### config.mk
export PLATFORM = sky130hd
export DESIGN_NAME = flm_led_ctrl
export DESIGN_NICKNAME = d
export VERILOG_FILES = /design/src/flm_pkg.sv /design/src/flm_tick_div.sv /design/src/flm_led_ctrl.sv
export SDC_FILE = /design/constraint.sdc
export NUM_CORES = 1
export LEC_CHECK = 0
export BUFFER_PORTS_ARGS = -buffer_cell sky130_fd_sc_hd__clkbuf_2
export CAP_MARGIN = 10
export CELL_PAD_IN_SITES_DETAIL_PLACEMENT = 1
export CELL_PAD_IN_SITES_GLOBAL_PLACEMENT = 1
export CORE_AREA = 5 5 175 177
export CTS_BUF_LIST = sky130_fd_sc_hd__clkbuf_2 sky130_fd_sc_hd__clkbuf_4 sky130_fd_sc_hd__clkbuf_8
export DETAILED_ROUTE_END_ITERATION = 16
export DIE_AREA = 0 0 180 182
export PLACE_DENSITY_LB_ADDON = 0.1
export SETUP_SLACK_MARGIN = 0.02
export SLEW_MARGIN = 20
export SYNTH_ARGS = -nofsm -noshare
export SYNTH_HDL_FRONTEND = slang
export SYNTH_HIERARCHICAL = 1
export SYNTH_SLANG_ARGS = --single-unit
### constraint.sdc
create_clock -name sys_clk_i -period 13.08 [get_ports sys_clk_i]
set_input_delay 0.654 -clock sys_clk_i [delete_from_list [all_inputs] [get_ports sys_clk_i]]
set_output_delay 0.654 -clock sys_clk_i [all_outputs]
set_load 0.02 [all_outputs]
### src/flm_pkg.sv
package flm_pkg;
  // Clock and derived timing
  localparam int CLK_NS = 25;
  localparam int US_NS = 1000;
  localparam int US_CYC = US_NS / CLK_NS;
  localparam int MS_NS = 1000000;
  localparam int MS_CYC_DEF = MS_NS / CLK_NS;
  localparam int PWM_SLOT_NS = 2000;
  localparam int PWM_SLOT_CYC = PWM_SLOT_NS / CLK_NS;
  localparam int IND_STEP_LOG2 = 3;
  localparam logic [11:0] BLINK_ON_UNIT_MS = 12'h080;
  localparam logic [11:0] BLINK_PER_UNIT_MS = 12'h400;

  // Register byte addresses
  localparam logic [11:0] ADDR_CTRL = 12'h000;
  localparam logic [11:0] ADDR_LED = 12'h004;
  localparam logic [11:0] ADDR_FLASH = 12'h008;
  localparam logic [11:0] ADDR_IND = 12'h00C;
  localparam logic [11:0] ADDR_BOOST = 12'h010;
  localparam logic [11:0] ADDR_STATUS = 12'h014;
  localparam logic [11:0] ADDR_STATE = 12'h018;

  // Register widths and field positions
  localparam int CTRL_W = 11;
  localparam int C_MODE = 0;
  localparam int C_TEN = 3;
  localparam int C_TTYPE = 4;
  localparam int C_TXM = 5;
  localparam int C_HOLD = 7;
  localparam int C_POST = 8;
  localparam int LED_W = 24;
  localparam int L_CUR = 0;
  localparam int L_RNG = 17;
  localparam int L_DUTY = 19;
  localparam int FL_W = 16;
  localparam int F_DUR = 0;
  localparam int F_TMO = 8;
  localparam int IND_W = 11;
  localparam int I_ON = 0;
  localparam int I_PER = 1;
  localparam int I_ONT = 3;
  localparam int I_RISE = 5;
  localparam int I_FALL = 6;
  localparam int I_LVL = 7;
  localparam int BST_W = 6;
  localparam int B_PEAK = 0;
  localparam int B_RED = 3;
  localparam int S_DRV = 0;
  localparam int S_EN = 17;
  localparam int S_FL = 18;

  // Operating modes
  localparam logic [2:0] MODE_STBY = 3'h0;
  localparam logic [2:0] MODE_DISCH = 3'h1;
  localparam logic [2:0] MODE_PRECHG = 3'h2;
  localparam logic [2:0] MODE_CHG = 3'h3;
  localparam logic [2:0] MODE_TORCH = 3'h4;
  localparam logic [2:0] MODE_PWM = 3'h5;
  localparam logic [2:0] MODE_STROBE = 3'h6;
  localparam logic [2:0] MODE_FLASH = 3'h7;
  localparam logic [1:0] TXM_MASK = 2'h1;
  localparam logic [1:0] TXM_TORCH = 2'h2;
  localparam logic [1:0] RNG_STD = 2'h0;
  localparam logic [1:0] RNG_LOW = 2'h1;
  localparam logic [1:0] RNG_HIGH = 2'h2;
  localparam logic [1:0] RNG_MAX = 2'h3;
  localparam logic [4:0] DUTY_1_32 = 5'h11;
  localparam logic [4:0] DUTY_3_32 = 5'h12;
  localparam logic [4:0] ENV_FULL = 5'h10;

  // Currents in 10 uA units
  localparam logic [16:0] LIM_TORCH = 17'h0B3B0;
  localparam logic [16:0] LIM_PWM = 17'h076B6;
  localparam logic [16:0] LIM_STROBE = 17'h16BAC;
  localparam logic [16:0] LIM_NONE = 17'h1FFFF;
  localparam logic [16:0] SHORT_MIN_STD = 17'h00B7C;
  localparam logic [16:0] SHORT_MIN_LOW = 17'h0080A;
  localparam logic [16:0] SHORT_MIN_HIGH = 17'h00931;
  localparam logic [16:0] RAMP_STEP = 17'h00064;

  // Pin order and status flag bits
  localparam int NPIN = 6;
  localparam int PIN_TRIG = 0;
  localparam int PIN_TXM = 1;
  localparam int PIN_CHG = 2;
  localparam int PIN_CONV = 3;
  localparam int PIN_VLOW = 4;
  localparam int PIN_OPEN = 5;
  localparam int ST_CHG = 0;
  localparam int ST_CONV = 1;
  localparam int ST_SHORT = 2;
  localparam int ST_OPEN = 3;
  localparam int ST_TMO = 4;
  localparam int ST_FDONE = 5;

  typedef enum logic [1:0] {FL_IDLE, FL_WAIT, FL_ON} flm_flash_t;
endpackage

### src/flm_tick_div.sv
`timescale 1ns/1ps
module flm_tick_div #(
  parameter int DIV = 40
) (
  input wire logic sys_clk_i,
  input wire logic arst_n_i,
  output logic tick_o
);
  localparam int W = $clog2(DIV);
  localparam logic [W-1:0] LAST = W'(DIV - 1);

  logic [W-1:0] cnt_q, cnt_d;
  logic tick_q, tick_d;

  // Free running count, one pulse per wrap
  always_comb
  begin
    tick_d = (cnt_q == LAST);
    cnt_d = tick_d ? '0 : cnt_q + 1'b1;
  end

  always_ff @(posedge sys_clk_i or negedge arst_n_i)
  begin
    if (!arst_n_i)
    begin
      cnt_q <= '0;
      tick_q <= 1'b0;
    end
    else
    begin
      cnt_q <= cnt_d;
      tick_q <= tick_d;
    end
  end

  assign tick_o = tick_q;
endmodule // flm_tick_div

### src/flm_led_ctrl.sv
// The implementer's own choices: the APB slave port and the register offsets.
`timescale 1ns/1ps
// Functional notes
// RULE_01: TX mask input cuts boost 1 peak in flash
// RULE_02: Indicator enable bit switches indicator source on
// RULE_03: Zero blink field gives steady indicator
// RULE_04: Otherwise run the shaped blink sequence
// RULE_05: Indicator soft edges made by PWM
// RULE_06: LED current ramps at start and stop, but a fault or kill zeroes it at once
// RULE_07: No trigger: flash starts at write, timer ends
// RULE_08: Trigger type 0: rising edge starts timed flash
// RULE_09: Trigger type 1: pin level, cut by timeout
// RULE_10: Strobe torch drives only while trigger high
// RULE_11: Per mode current clamps, high range flash only
// RULE_12: PWM mode duty sixteenths or 1/32, 3/32
// RULE_13: Charge complete sets charge-done flag
// RULE_14: Conversion complete sets conversion-done flag
// RULE_15: Short check armed above range minimum current
// RULE_16: Low output voltage when armed means short
// RULE_17: LED fault flags, kills drive, forces discharge
// RULE_18: Timeout flag only for pin-defined flash
// RULE_19: Flash end loads post-flash mode
// RULE_20: Reading status clears only the flags it returned
// RULE_21: Duration counted by clocked timer from register
// RULE_22: Host configures everything before writing flash
module flm_led_ctrl #(
  parameter int MS_CYC = flm_pkg::MS_CYC_DEF
) (
  input wire logic sys_clk_i,
  input wire logic arst_n_i,
  input wire logic psel_i,
  input wire logic penable_i,
  input wire logic pwrite_i,
  input wire logic [11:0] paddr_i,
  input wire logic [31:0] pwdata_i,
  output logic [31:0] prdata_o,
  output logic pready_o,
  output logic pslverr_o,
  input wire logic trig_i,
  input wire logic txmask_i,
  input wire logic charge_done_i,
  input wire logic conv_done_i,
  input wire logic led_vlow_i,
  input wire logic led_open_i,
  output logic [2:0] mode_o,
  output logic [16:0] led_drive_o,
  output logic led_en_o,
  output logic [1:0] led_range_o,
  output logic ind_en_o,
  output logic [3:0] ind_level_o,
  output logic [2:0] boost1_peak_limit_o,
  output logic boost1_off_o,
  output logic conv_off_o,
  output logic hold_cap_charged_o
);
  import flm_pkg::*;

  logic [NPIN-1:0] pin_w, s1_q, s2_q, s3_q, stab_q, stab_d, rise_w;
  logic us_tick, ms_tick, pwm_tick;
  logic apb_setup, apb_acc, apb_wr, addr_hit, rd_clr, ctrl_wr, fl_start;
  logic [CTRL_W-1:0] ctrl_q, ctrl_d;
  logic [LED_W-1:0] led_q, led_d;
  logic [FL_W-1:0] flash_q, flash_d;
  logic [IND_W-1:0] ind_q, ind_d;
  logic [BST_W-1:0] bst_q, bst_d;
  logic [31:0] prdata_q, prdata_d;
  logic kill_q, kill_d;
  logic [2:0] mode_w;
  logic trig_s, fault_evt, short_evt, open_evt;
  flm_flash_t fl_q, fl_d;
  logic [7:0] dur_q, dur_d, tmo_q, tmo_d;
  logic fl_end, tmo_evt;
  logic [16:0] drive_q, drive_d, tgt, lim, smin;
  logic act, gate, armed;
  logic [1:0] rng_w;
  logic [4:0] slot_q, slot_d, duty;
  logic pwm_hi;
  logic [11:0] ind_ms_q, ind_ms_d, per_len, on_len;
  logic [4:0] env_q, env_d;
  logic ind_on, ind_steady, ind_lit, ind_step;
  logic [7:0] flags_q, flags_d, flag_set;
  logic led_en_q, led_en_d, ind_en_q, ind_en_d, boff_q, boff_d;
  logic hold_q, hold_d;
  logic [1:0] rng_q;
  logic [2:0] peak_q, peak_d;

  // Pin synchronisers, a change accepted once stages two and three agree
  assign pin_w = {led_open_i, led_vlow_i, conv_done_i, charge_done_i,
                  txmask_i, trig_i};
  for (genvar g = 0; g < NPIN; g++)
  begin : g_sync
    assign stab_d[g] = (s2_q[g] == s3_q[g]) ? s3_q[g] : stab_q[g];
    assign rise_w[g] = stab_d[g] & ~stab_q[g];
  end

  always_ff @(posedge sys_clk_i or negedge arst_n_i)
  begin
    if (!arst_n_i)
    begin
      s1_q <= '0;
      s2_q <= '0;
      s3_q <= '0;
      stab_q <= '0;
    end
    else
    begin
      s1_q <= pin_w;
      s2_q <= s1_q;
      s3_q <= s2_q;
      stab_q <= stab_d;
    end
  end

  assign trig_s = stab_q[PIN_TRIG];

  // Timebases: 1 us ramp, 2 us PWM slot, 1 ms timers
  flm_tick_div #(.DIV(US_CYC)) u_us_div (
    .sys_clk_i(sys_clk_i),
    .arst_n_i(arst_n_i),
    .tick_o(us_tick)
  );
  flm_tick_div #(.DIV(PWM_SLOT_CYC)) u_pwm_div (
    .sys_clk_i(sys_clk_i),
    .arst_n_i(arst_n_i),
    .tick_o(pwm_tick)
  );
  flm_tick_div #(.DIV(MS_CYC)) u_ms_div (
    .sys_clk_i(sys_clk_i),
    .arst_n_i(arst_n_i),
    .tick_o(ms_tick)
  );

  // APB decode, zero wait states, error on unmapped address
  assign apb_setup = psel_i & ~penable_i;
  assign apb_acc = psel_i & penable_i;
  assign addr_hit = paddr_i inside {ADDR_CTRL, ADDR_LED, ADDR_FLASH,
                    ADDR_IND, ADDR_BOOST, ADDR_STATUS, ADDR_STATE};
  assign apb_wr = apb_acc & pwrite_i & addr_hit;
  assign ctrl_wr = apb_wr & (paddr_i == ADDR_CTRL);
  assign fl_start = ctrl_wr & (pwdata_i[C_MODE+:3] == MODE_FLASH);
  assign rd_clr = apb_acc & ~pwrite_i & (paddr_i == ADDR_STATUS);
  assign pready_o = 1'b1;
  assign pslverr_o = apb_acc & ~addr_hit;
  assign prdata_o = prdata_q;
  assign mode_w = ctrl_q[C_MODE+:3];

  // Configuration registers and hardware mode overrides
  always_comb
  begin
    ctrl_d = ctrl_q;
    led_d = led_q;
    flash_d = flash_q;
    ind_d = ind_q;
    bst_d = bst_q;
    kill_d = kill_q;
    prdata_d = prdata_q;
    if (apb_wr)
    begin
      unique case (paddr_i)
        ADDR_CTRL: ctrl_d = pwdata_i[CTRL_W-1:0];
        ADDR_LED: led_d = pwdata_i[LED_W-1:0];
        ADDR_FLASH: flash_d = pwdata_i[FL_W-1:0];
        ADDR_IND: ind_d = pwdata_i[IND_W-1:0];
        ADDR_BOOST: bst_d = pwdata_i[BST_W-1:0];
        default: ;
      endcase
    end
    if (ctrl_wr)
      kill_d = 1'b0;
    if (fault_evt)
    begin
      ctrl_d[C_MODE+:3] = MODE_DISCH; // RULE_17
      kill_d = 1'b1; // RULE_17
    end
    else if (fl_end)
      ctrl_d[C_MODE+:3] = ctrl_q[C_POST+:3]; // RULE_19
    if (apb_setup && !pwrite_i)
    begin
      prdata_d = '0;
      unique case (paddr_i)
        ADDR_CTRL: prdata_d[CTRL_W-1:0] = ctrl_q;
        ADDR_LED: prdata_d[LED_W-1:0] = led_q;
        ADDR_FLASH: prdata_d[FL_W-1:0] = flash_q;
        ADDR_IND: prdata_d[IND_W-1:0] = ind_q;
        ADDR_BOOST: prdata_d[BST_W-1:0] = bst_q;
        ADDR_STATUS: prdata_d[7:0] = flags_q;
        ADDR_STATE:
        begin
          prdata_d[S_DRV+:17] = drive_q;
          prdata_d[S_EN] = led_en_q;
          prdata_d[S_FL+:2] = fl_q;
        end
        default: ;
      endcase
    end
  end

  always_ff @(posedge sys_clk_i or negedge arst_n_i)
  begin
    if (!arst_n_i)
    begin
      ctrl_q <= '0;
      led_q <= '0;
      flash_q <= '0;
      ind_q <= '0;
      bst_q <= '0;
      kill_q <= 1'b0;
      prdata_q <= '0;
    end
    else
    begin
      ctrl_q <= ctrl_d;
      led_q <= led_d;
      flash_q <= flash_d;
      ind_q <= ind_d;
      bst_q <= bst_d;
      kill_q <= kill_d;
      prdata_q <= prdata_d;
    end
  end

  // Flash sequencer with duration and timeout timers in ms
  always_comb
  begin
    fl_d = fl_q;
    dur_d = dur_q;
    tmo_d = tmo_q;
    fl_end = 1'b0;
    tmo_evt = 1'b0;
    if (fl_start)
    begin
      dur_d = flash_q[F_DUR+:8]; // RULE_21
      tmo_d = flash_q[F_TMO+:8];
      fl_d = pwdata_i[C_TEN] ? FL_WAIT : FL_ON; // RULE_07
    end
    else if (fault_evt || mode_w != MODE_FLASH)
      fl_d = FL_IDLE;
    else
    begin
      unique case (fl_q)
        FL_IDLE: ;
        FL_WAIT:
        begin
          if (ctrl_q[C_TTYPE] ? trig_s : rise_w[PIN_TRIG]) // RULE_08
          begin
            fl_d = FL_ON;
            dur_d = flash_q[F_DUR+:8]; // RULE_21
            tmo_d = flash_q[F_TMO+:8]; // RULE_18
          end
        end
        FL_ON:
        begin
          if (ms_tick && dur_q != '0)
            dur_d = dur_q - 8'h01; // RULE_21
          if (ms_tick && tmo_q != '0)
            tmo_d = tmo_q - 8'h01;
          if (ctrl_q[C_TEN] && ctrl_q[C_TTYPE])
          begin
            if (!trig_s)
              fl_end = 1'b1; // RULE_09
            else if (tmo_q == '0)
            begin
              fl_end = 1'b1; // RULE_09
              tmo_evt = 1'b1; // RULE_18
            end
          end
          else if (dur_q == '0)
            fl_end = 1'b1; // RULE_07
          if (fl_end)
            fl_d = FL_IDLE;
        end
        default: fl_d = FL_IDLE;
      endcase
    end
  end

  always_ff @(posedge sys_clk_i or negedge arst_n_i)
  begin
    if (!arst_n_i)
    begin
      fl_q <= FL_IDLE;
      dur_q <= '0;
      tmo_q <= '0;
    end
    else
    begin
      fl_q <= fl_d;
      dur_q <= dur_d;
      tmo_q <= tmo_d;
    end
  end

  // PWM slot counter and LED duty decode
  assign slot_d = pwm_tick ? slot_q + 5'h01 : slot_q;
  assign duty = led_q[L_DUTY+:5];
  always_comb
  begin
    if (duty == DUTY_1_32)
      pwm_hi = (slot_q == '0); // RULE_12
    else if (duty == DUTY_3_32)
      pwm_hi = (slot_q < 5'h03); // RULE_12
    else
      pwm_hi = ({1'b0, slot_q[3:0]} < duty); // RULE_12
  end

  // Mode dependent target, clamp, gating and short detection
  always_comb
  begin
    rng_w = led_q[L_RNG+:2];
    if ((mode_w != MODE_FLASH && rng_w == RNG_HIGH) || mode_w == MODE_PWM)
      rng_w = RNG_STD; // RULE_11
    act = 1'b0;
    gate = 1'b1;
    lim = LIM_NONE;
    unique case (mode_w)
      MODE_STBY, MODE_DISCH:
      begin
        act = (ctrl_q[C_TXM+:2] == TXM_TORCH) & stab_q[PIN_TXM];
        lim = LIM_TORCH; // RULE_11
      end
      MODE_PRECHG, MODE_CHG: ;
      MODE_TORCH:
      begin
        act = 1'b1;
        lim = LIM_TORCH; // RULE_11
      end
      MODE_PWM:
      begin
        act = 1'b1;
        lim = LIM_PWM; // RULE_11
        gate = pwm_hi; // RULE_12
      end
      MODE_STROBE:
      begin
        act = trig_s;
        lim = LIM_STROBE; // RULE_11
        gate = trig_s; // RULE_10
      end
      MODE_FLASH: act = (fl_q == FL_ON);
    endcase
    tgt = '0;
    if (act)
      tgt = (led_q[L_CUR+:17] > lim) ? lim : led_q[L_CUR+:17];
    unique case (rng_w)
      RNG_STD: smin = SHORT_MIN_STD; // RULE_15
      RNG_LOW: smin = SHORT_MIN_LOW;
      RNG_HIGH: smin = SHORT_MIN_HIGH;
      RNG_MAX: smin = LIM_NONE;
    endcase
    armed = (mode_w != MODE_PWM) && (rng_w != RNG_MAX) && (drive_q > smin);
    short_evt = armed & stab_q[PIN_VLOW]; // RULE_16
    open_evt = (mode_w != MODE_PWM) & (drive_q != '0) & stab_q[PIN_OPEN];
    fault_evt = short_evt | open_evt; // RULE_17
    drive_d = drive_q;
    if (fault_evt || kill_q)
      drive_d = '0; // RULE_17
    else if (us_tick && drive_q < tgt)
      drive_d = (tgt - drive_q > RAMP_STEP) ? drive_q + RAMP_STEP : tgt; // RULE_06
    else if (us_tick && drive_q > tgt)
      drive_d = (drive_q - tgt > RAMP_STEP) ? drive_q - RAMP_STEP : tgt; // RULE_06
  end

  // Indicator blink timing and PWM envelope
  assign ind_on = ind_q[I_ON];
  assign ind_steady = (ind_q[I_PER+:2] == '0) || (ind_q[I_ONT+:2] == '0);
  assign per_len = 12'(ind_q[I_PER+:2]) * BLINK_PER_UNIT_MS;
  assign on_len = 12'(ind_q[I_ONT+:2]) * BLINK_ON_UNIT_MS;
  assign ind_lit = ind_ms_q < on_len;
  assign ind_step = ms_tick && (ind_ms_q[IND_STEP_LOG2-1:0] == '0);
  always_comb
  begin
    ind_ms_d = ind_ms_q;
    env_d = env_q;
    if (!ind_on || ind_steady)
      ind_ms_d = '0;
    else if (ms_tick)
      ind_ms_d = (ind_ms_q >= per_len - 12'h001) ? '0 : ind_ms_q + 12'h001;
    if (!ind_on)
      env_d = '0; // RULE_02
    else if (ind_steady)
      env_d = ENV_FULL; // RULE_03
    else if (ind_lit)
    begin
      if (!ind_q[I_RISE])
        env_d = ENV_FULL; // RULE_04
      else if (ind_step && env_q < ENV_FULL)
        env_d = env_q + 5'h01; // RULE_05
    end
    else
    begin
      if (!ind_q[I_FALL])
        env_d = '0; // RULE_04
      else if (ind_step && env_q != '0)
        env_d = env_q - 5'h01; // RULE_05
    end
  end

  // Status flags, set wins over read clear
  always_comb
  begin
    flag_set = '0;
    flag_set[ST_CHG] = rise_w[PIN_CHG]; // RULE_13
    flag_set[ST_CONV] = rise_w[PIN_CONV]; // RULE_14
    flag_set[ST_SHORT] = short_evt; // RULE_16
    flag_set[ST_OPEN] = open_evt; // RULE_17
    flag_set[ST_TMO] = tmo_evt; // RULE_18
    flag_set[ST_FDONE] = fl_end;
    // Clear only the flags the setup cycle captured, so none is lost
    flags_d = (rd_clr ? (flags_q & ~prdata_q[7:0]) : flags_q)
              | flag_set; // RULE_20
  end

  // Registered drive outputs, boost limit with TX masking
  always_comb
  begin
    led_en_d = gate && (drive_d != '0) && !fault_evt;
    ind_en_d = ind_on && (env_q > {1'b0, slot_q[3:0]}); // RULE_05
    hold_d = ctrl_q[C_HOLD] && (mode_w == MODE_TORCH);
    peak_d = bst_q[B_PEAK+:3];
    boff_d = 1'b0;
    if (mode_w == MODE_FLASH && fl_q == FL_ON && stab_q[PIN_TXM]
        && ctrl_q[C_TXM+:2] == TXM_MASK)
    begin
      if (bst_q[B_RED+:3] > bst_q[B_PEAK+:3])
      begin
        peak_d = '0; // RULE_01
        boff_d = 1'b1;
      end
      else
        peak_d = bst_q[B_PEAK+:3] - bst_q[B_RED+:3]; // RULE_01
    end
  end

  always_ff @(posedge sys_clk_i or negedge arst_n_i)
  begin
    if (!arst_n_i)
    begin
      slot_q <= '0;
      drive_q <= '0;
      ind_ms_q <= '0;
      env_q <= '0;
      flags_q <= '0;
      led_en_q <= 1'b0;
      ind_en_q <= 1'b0;
      hold_q <= 1'b0;
      rng_q <= RNG_STD;
      peak_q <= '0;
      boff_q <= 1'b0;
    end
    else
    begin
      slot_q <= slot_d;
      drive_q <= drive_d;
      ind_ms_q <= ind_ms_d;
      env_q <= env_d;
      flags_q <= flags_d;
      led_en_q <= led_en_d;
      ind_en_q <= ind_en_d;
      hold_q <= hold_d;
      rng_q <= rng_w;
      peak_q <= peak_d;
      boff_q <= boff_d;
    end
  end

  assign mode_o = mode_w;
  assign led_drive_o = drive_q;
  assign led_en_o = led_en_q;
  assign led_range_o = rng_q;
  assign ind_en_o = ind_en_q;
  assign ind_level_o = ind_q[I_LVL+:4];
  assign boost1_peak_limit_o = peak_q;
  assign boost1_off_o = boff_q;
  assign conv_off_o = kill_q;
  assign hold_cap_charged_o = hold_q;
endmodule // flm_led_ctrl

# [Word level (Yosys, flattened, before mapping)]
# Index checks and enable logic that the tools add are counted.
[word_totals] reg_bits=223 latchBits=0 ramBits=0 mem_bits_ro=0 elab_cells=272 mem_count=0
[op_classes] add_sub_neg=15 mul=0 div=0 order_cmp=13 eq_ne=43 shift=0 mux=79 n_bitwise=26 reduce_logical=61
[ops] cell="$mux 17" n=7
[ops] cell="$mux 8" n=9
[ops] cell="$pmux 17 s4" n=1
[ops] cell="$gt 17x17->1" n=3
[ops] cell="$pmux 17 s3" n=1
[ops] cell="$pmux 6 s7" n=1
[ops] cell="$eq 12x5->1 const B" n=3
[ops] cell="$mux 12" n=3
[ops] cell="$mux 5" n=7
[ops] cell="$gt 17x7->1 const B" n=2
[ops] cell="$reduce_bool 17->1" n=2
[ops] cell="$sub 17x17->17" n=2
[ops] cell="$pmux 8 s2" n=2
[ops] cell="$mux 1" n=25
[ops] cell="$eq 12x4->1 const B" n=2
[ops] cell="$logic_and 1x1->1" n=19
[ops] cell="$mux 3" n=6
[ops] cell="$ne 3x3->1 const B" n=6
[ops] cell="$add 17x7->17 const B" n=1
[ops] cell="$lt 17x17->1" n=1
[ops] cell="$sub 17x7->17 const B" n=1
[ops] cell="$add 16x1->16 const B" n=1
[ops] cell="$and 1x1->1" n=16
[ops] cell="$eq 16x16->1 const B" n=1
[ops] cell="other kinds (62)" n=115

# [Depth between registers and ports, before layout]
[depth] ltp_word=18 ltp_mapped=33

# [Modules after synthesis]
# Netlist, hierarchy kept.
[by_module_without_submodules] mod="flm_led_ctrl" instances=1 cells_per_inst=1511 area_per_inst_um2=13361.6 seq_area_each_um2=4779.6
[by_module_without_submodules] mod="flm_tick_div (u_ms_div)" instances=1 cells_per_inst=70 area_per_inst_um2=768.2 seq_area_each_um2=425.4
[by_module_without_submodules] mod="flm_tick_div (u_pwm_div)" instances=1 cells_per_inst=28 area_per_inst_um2=347.8 seq_area_each_um2=200.2
[by_module_without_submodules] mod="flm_tick_div (u_us_div)" instances=1 cells_per_inst=22 area_per_inst_um2=280.3 seq_area_each_um2=175.2

# [Worst setup path before layout]
# No wires, ideal clock.
[synth_timing] path_kind="register -> register" startpoint="register ctrl_q[2]" endpoint="register led_en_q, in the netlist led_en_o" t_arrival_ns=6.199 slack_ns=6.746 stages_incl_launch_ff=32 n_path_buf=4 path_cell_list="dfrtp_1 > clkbuf_1 > nand2_1 > or2_2 > inv_1 > ha_1 > and3b_1 > a311o_1 > a221oi_2 > o21a_2 > a21oi_1 > clkbuf_1 > nand2b_1 > a21oi_1 > ha_1 > inv_1 > fa_1 > a21o_1 > a21oi_1 > xnor2_1 > or3_1 > a311oi_1 > and4_1 > nand2_1 > buf_2 > buf_2 > o211ai_1 > a21oi_1 > a211oi_1 > o221ai_1 > nor4bb_1 > a31oi_1"
[synth_via] elab_chain_cells=15 word_cells_on_any_way=51 cone_classes="add/sub (2); order compare (6); eq/ne (11); mux (12); bitwise (4); reduce/logical (16)"
[synth_rtl] element="from (decl)" line_no="flm_led_ctrl.sv:61" source="logic [CTRL_W-1:0] ctrl_q, ctrl_d;"
[synth_rtl] element="from (signal assigned)" line_no="flm_led_ctrl.sv:212" source="ctrl_q <= ctrl_d;"
[synth_rtl] element="$eq 3x3->1, or another cell as far along" line_no="flm_led_ctrl.sv:315" source="unique case (mode_w)"
[synth_rtl] element="$reduce_or 3->1 (no line) / $logic_and 1x1->1 (equally long branches)"
[synth_rtl] element="$pmux 17 s3 / $logic_or 1x1->1 (equally long branches)" line_no="flm_led_ctrl.sv:315, flm_led_ctrl.sv:310"
[synth_rtl] element="$gt 17x17->1 / $mux 2 (equally long branches)" line_no="flm_led_ctrl.sv:343, flm_led_ctrl.sv:310"
[synth_rtl] element="$mux 17, or another cell as far along" line_no="flm_led_ctrl.sv:343" source="tgt = (led_q[L_CUR+:17] > lim) ? lim : led_q[L_CUR+:17];"
[synth_rtl] element="$mux 17 / $pmux 17 s4 (equally long branches)" line_no="flm_led_ctrl.sv:342, flm_led_ctrl.sv:344"
[synth_rtl] element="$sub 17x17->17 / $gt 17x17->1 (equally long branches)" line_no="flm_led_ctrl.sv:360, flm_led_ctrl.sv:350"
[synth_rtl] element="$gt 17x7->1 / $logic_and 1x1->1 (equally long branches)" line_no="flm_led_ctrl.sv:360, flm_led_ctrl.sv:350"
[synth_rtl] element="$mux 17 / $and 1x1->1 (equally long branches)" line_no="flm_led_ctrl.sv:360, flm_led_ctrl.sv:351"
[synth_rtl] element="$mux 17 / $or 1x1->1 (equally long branches)" line_no="flm_led_ctrl.sv:359, flm_led_ctrl.sv:353"
[synth_rtl] element="$mux 17 / $logic_or 1x1->1 (equally long branches)" line_no="flm_led_ctrl.sv:357, flm_led_ctrl.sv:355"
[synth_rtl] element="$mux 17" line_no="flm_led_ctrl.sv:355" source="if (fault_evt || kill_q)"
[synth_rtl] element="$reduce_bool 17->1" line_no="flm_led_ctrl.sv:416" source="led_en_d = gate && (drive_d != '0) && !fault_evt;"
[synth_rtl] element="$logic_and 1x1->1" line_no="flm_led_ctrl.sv:416"
[synth_rtl] element="$logic_and 1x1->1 (*)" line_no="flm_led_ctrl.sv:416"
[synth_rtl] element="named net led_en_d" line_no="flm_led_ctrl.sv:82" source="logic led_en_q, led_en_d, ind_en_q, ind_en_d, boff_q, boff_d;"
[synth_rtl] element="to (signal assigned)" line_no="flm_led_ctrl.sv:457" source="led_en_q <= led_en_d;"
[synth_rtl] element="to (decl)" line_no="flm_led_ctrl.sv:82"
# The timed path passes the listed nets; every way through them passes the cells marked *. The select of a mux whose other input is x is not followed.
# A chain may end at the register's enable or synchronous reset.

# [Worst setup path in the final report]
[layout_timing] startpoint="register ctrl_q[1]" endpoint="register led_en_q, in the netlist led_en_o"
# Same word-level chain as after synthesis.

==> impl_metrics.toml <==
[run_status]
outcome = "completed"

[clocking]
maximum_number_of_buffers_from_clock_root_to_sink = 3
cts-htree-levels = 2
postCtsSetupBuffers = 0
numCtsBuffers = 42
clk_pin_slew_ps = 60
post_cts.resized_instances = 0
clk_latency_ps = 560
cts.hold.buffers_added = 0
cts_root_buf = "clkbuf_8"
tritoncts_num_sinks = 223
cts_tree = "yes"

[cells_and_area]
areaGrowthSynthToFinish_pct = 11.8
n_fill_cell = 3396
proportion_of_layout_cells_with_a_drive_suffix_above_1_pct = 17.1
final_net_count = 1875
layout_commonest_cell = "dfrtp_1"
most-common-layout-cells = "dfrtp_1 (223), nand2_1 (161), nor2_1 (126), o21ai_0 (126), clkbuf_2 (104)"
seq_area_um2 = 5580
finalNonFillerCells = 2149
multi_input_area_um2 = 8510

[drt]
met3_length_um = 4040
drtAntennaViolNets = 0
wl_met1_um = 21900
met2RoutedLength_um = 22800
avgRoutedWirePerCell_um = 23.6
via_count_of_the_routed_design = 13600
routed_wirelength_um = 50800
initialDrtViolationCount = 1122
drcViolationCount = 0
firstDrtPassIters = 5
top_layer = "met5"
routed_via_density = 6.33

[synth]
yosys_warnings = 6
netlist_instances = 1631
netlist_area_um2 = 14800
compound_gate_portion_of_the_synthesized_area_pct = 19.4
synth_xor_area_share_pct = 4.04
ys_dominant_reg_cell = "dfrtp_1"
yosys-mux-area-fraction_pct = 6.23
synth-edff-count = 0
postSynthRegisterBits = 223
synth_cell_types = 95
synth_fa_ha_area_share_pct = 8.41
synth_top_family_by_area = "compound AO/OA/AOI/OAI gates"
part_of_the_yosys_area_used_for_sequential_elements_pct = 37.8
async_flop_share_pct = 100
syn-mean-instance-area_um2 = 9.05
yosys.area_share.simple_pct = 19.2

[global_routing]
grt_first_pass_wirelength_um = 80000
via_count_of_the_first_global_routing_pass = 14100
global_route.overflow_total = 0
largest_net_degree_at_the_start_of_global_routing = 87
number_of_antenna_violations_at_the_first_check_in_global_routing = 1
globalRouteTotalUtil_pct = 30.4

[setup_path]
timing.critical_path.from_type = "flop"
cp_data_arrival_time_ps = 9200
crit_path_max_fanout = 21
timing.critical_path.to_type = "flop"
startpoint_to_endpoint_class_of_the_critical_path = "flop to flop"
worst_ep_required_time_ps = 13480

[pwr]
sequentialPowerShare_pct = 47.2
post-layout-total-power_w = 0.00150
pwr-share-clk_pct = 49.3
power.density_nw_per_um2 = 90.6
vdd_ir_drop_max_uv = 84.1
power.share.combinational_pct = 3.5
swShare_pct = 23.8
intPower_w = 0.00114
lkg_pwr_nw = 7.90
power.net_switching_w = 0.000356

[sta]
timing.max_slew.rel_slack_pct = 26.0
fmax_mhz = 114
report.final.hold_viol_count = 0
final_setup_vio_count = 0
finalCriticalPeriod_ps = 8800
final_critical_path_setup_slack_ps = 4280
layout_worst_path_cycle_share_pct = 67.3
totalNegativeSetupSlack_ps = 0
whs_ps = 97.3
finalClockSkew_ps = 21.6
worst_pin_slew_ps = 1110
timing_max_transition_violations_final = 0
rsz0062_at_grt = "no"

[die]
core-area_um2 = 29100
die_h_um = 182
ios = 123
floorplan.initialDensity_pct = 50.7
fp-row-count = 63
die_width_um = 180
dieArea_um2 = 32800

[place]
port-buffer-count = 105
number_of_placed_instances_taps_included = 2072
detailedPlace.worstSlack_ps = 4630
dp_hpwl_um = 37200
gp_congestion = 0.964

[run]
maxCapViolations = 0

[worst_hold_path]
timing.hold.worst.class = "primary input to asynchronous set/reset pin"
-- worst max-delay path, stage by stage, from the launching register on --
cell,delay (ps)
dfrtp_1,800
inv_1,270
nand3_1,310
inv_1,130
nor2_1,240
inv_1,80
ha_1,300
nand3_1,120
nor3_2,170
nand4_1,140
o21a_2,240
a22oi_2,590
and3_1,550
inv_2,110
ha_1,500
o2111ai_1,280
a2111oi_1,920
o21a_1,250
nor3_1,90
nor4_2,340
nand2_1,550
o211ai_1,390
a21oi_1,100
a211oi_1,280
o221ai_1,280
nor4bb_1,430
a31oi_1,160
-- synthesized netlist by cell type, types with 5 or more instances --
master	number	area, µm²
nor2_1	126	473
o21bai_1	11	82.6
clkbuf_1	48	180
a21oi_1	86	430
buf_4	17	128
a221oi_1	18	158
nand2_1	161	604
nor3b_1	6	45.0
mux2i_1	21	210
a22oi_1	9	67.6
nor2b_1	17	106
a211oi_1	18	135
o21a_1	9	67.6
dfrtp_1	223	5580
mux2_2	59	664
o31ai_1	8	60.1
a222oi_1	7	70.1
and4_1	8	70.1
a21o_1	25	188
o21ai_1	7	35.0
o211ai_1	11	82.6
xor2_1	22	193
nor3_1	37	185
nand3b_1	5	37.5
or2_2	5	31.3
or3_1	17	106
nand3_1	49	245
maj3_1	5	50.1
a22o_1	8	70.1
nand4_1	33	206
buf_2	7	35.0
a221o_1	6	60.1
and2_1	15	93.8
buf_1	5	18.8
a31oi_1	22	138
nand2b_1	20	125
nor4_1	12	75.1
and3_1	25	156
inv_1	83	312
xnor2_1	46	403
ha_1	92	1150
o21ai_0	126	631
o22ai_1	9	56.3
-- metal layers --
| metal | GRT usage, % | up-vias |
|---|---|---|
| li1 | - | 6105 |
| met1 | 41.6 | 6806 |
| met2 | 47.7 | 568 |
| met3 | 6.29 | 132 |
| met4 | 11.6 | 2 |
| met5 | 0 | - |
-- logic make-up after synthesis --
| kind of cell | after synthesis |
|---|---|
| AND/OR/NAND/NOR | 561 |
| adder cells (fa/ha/maj) | 99 |
| XOR/XNOR | 68 |
| buffers and inverters | 164 |
| AO/OA/AOI/OAI | 432 |
| other | 2 |
| multiplexers | 82 |
| flip-flops | 223 |
-- sequential cells by signal (all words and copies together), names as in the netlist, 7 cells and up --
signal / count
u_pwm_div/cnt_q: 7
prdata_o: 24
ind_q: 11
flags_q: 8
tmo_q: 8
ctrl_q: 11
dur_q: 8
ind_ms_q: 12
led_drive_o: 17
u_ms_div/cnt_q: 16
led_q: 24
flash_q: 16
-- final timing paths --
check	cells after the start	slack (ps)	start	endpoint
max in group asynchronous	2	11550	arst_n_i	led_q[6]$_DFFE_PN0P_
max	26	4280	ctrl_q[1]$_DFFE_PN0P_	led_en_o$_DFF_PN0_
min in group sys_clk_i	1	210	txmask_i	s1_q[1]$_DFF_PN0_
min reg2reg	0	350	s1_q[5]$_DFF_PN0_	s2_q[5]$_DFF_PN0_
max reg2reg	26	4280	ctrl_q[1]$_DFFE_PN0P_	led_en_o$_DFF_PN0_
min	1	100	arst_n_i	tmo_q[5]$_DFFE_PN0P_
-- metrics by stage --
stage,area (µm²),util [%]
detailed placement,15600,53.5
global route,16500,56.7
CTS,16500,56.7
floorplan,14800,-
global placement,15600,53.5
finish,16500,56.7
-- power by group through the flow --
stage	Sequential [W]	Combinational (W)	Clock [W]
5_1_grt	0.000707	0.0000579	0.000787
2_1_floorplan	0.000720	0.0000148	0
3_5_place_dp	0.000718	0.0000520	0
3_3_place_gp	0.000718	0.0000508	0
6_report	0.000707	0.0000518	0.000737
4_1_cts	0.000706	0.0000526	0.000751
-- layout make-up --
class | count | area share [%]
Multi-Input combinational cell | 1251 | 51.6
Sequential cell | 223 | 33.8
Clock buffer | 64 | 5.03
Timing Repair Buffer | 124 | 4.11
Tap cell | 390 | 2.96
Inverter | 84 | 1.91
Clock inverter | 12 | 0.599
Antenna cell | 1 | 0.0152
Power figures use the tool's default switching activity.
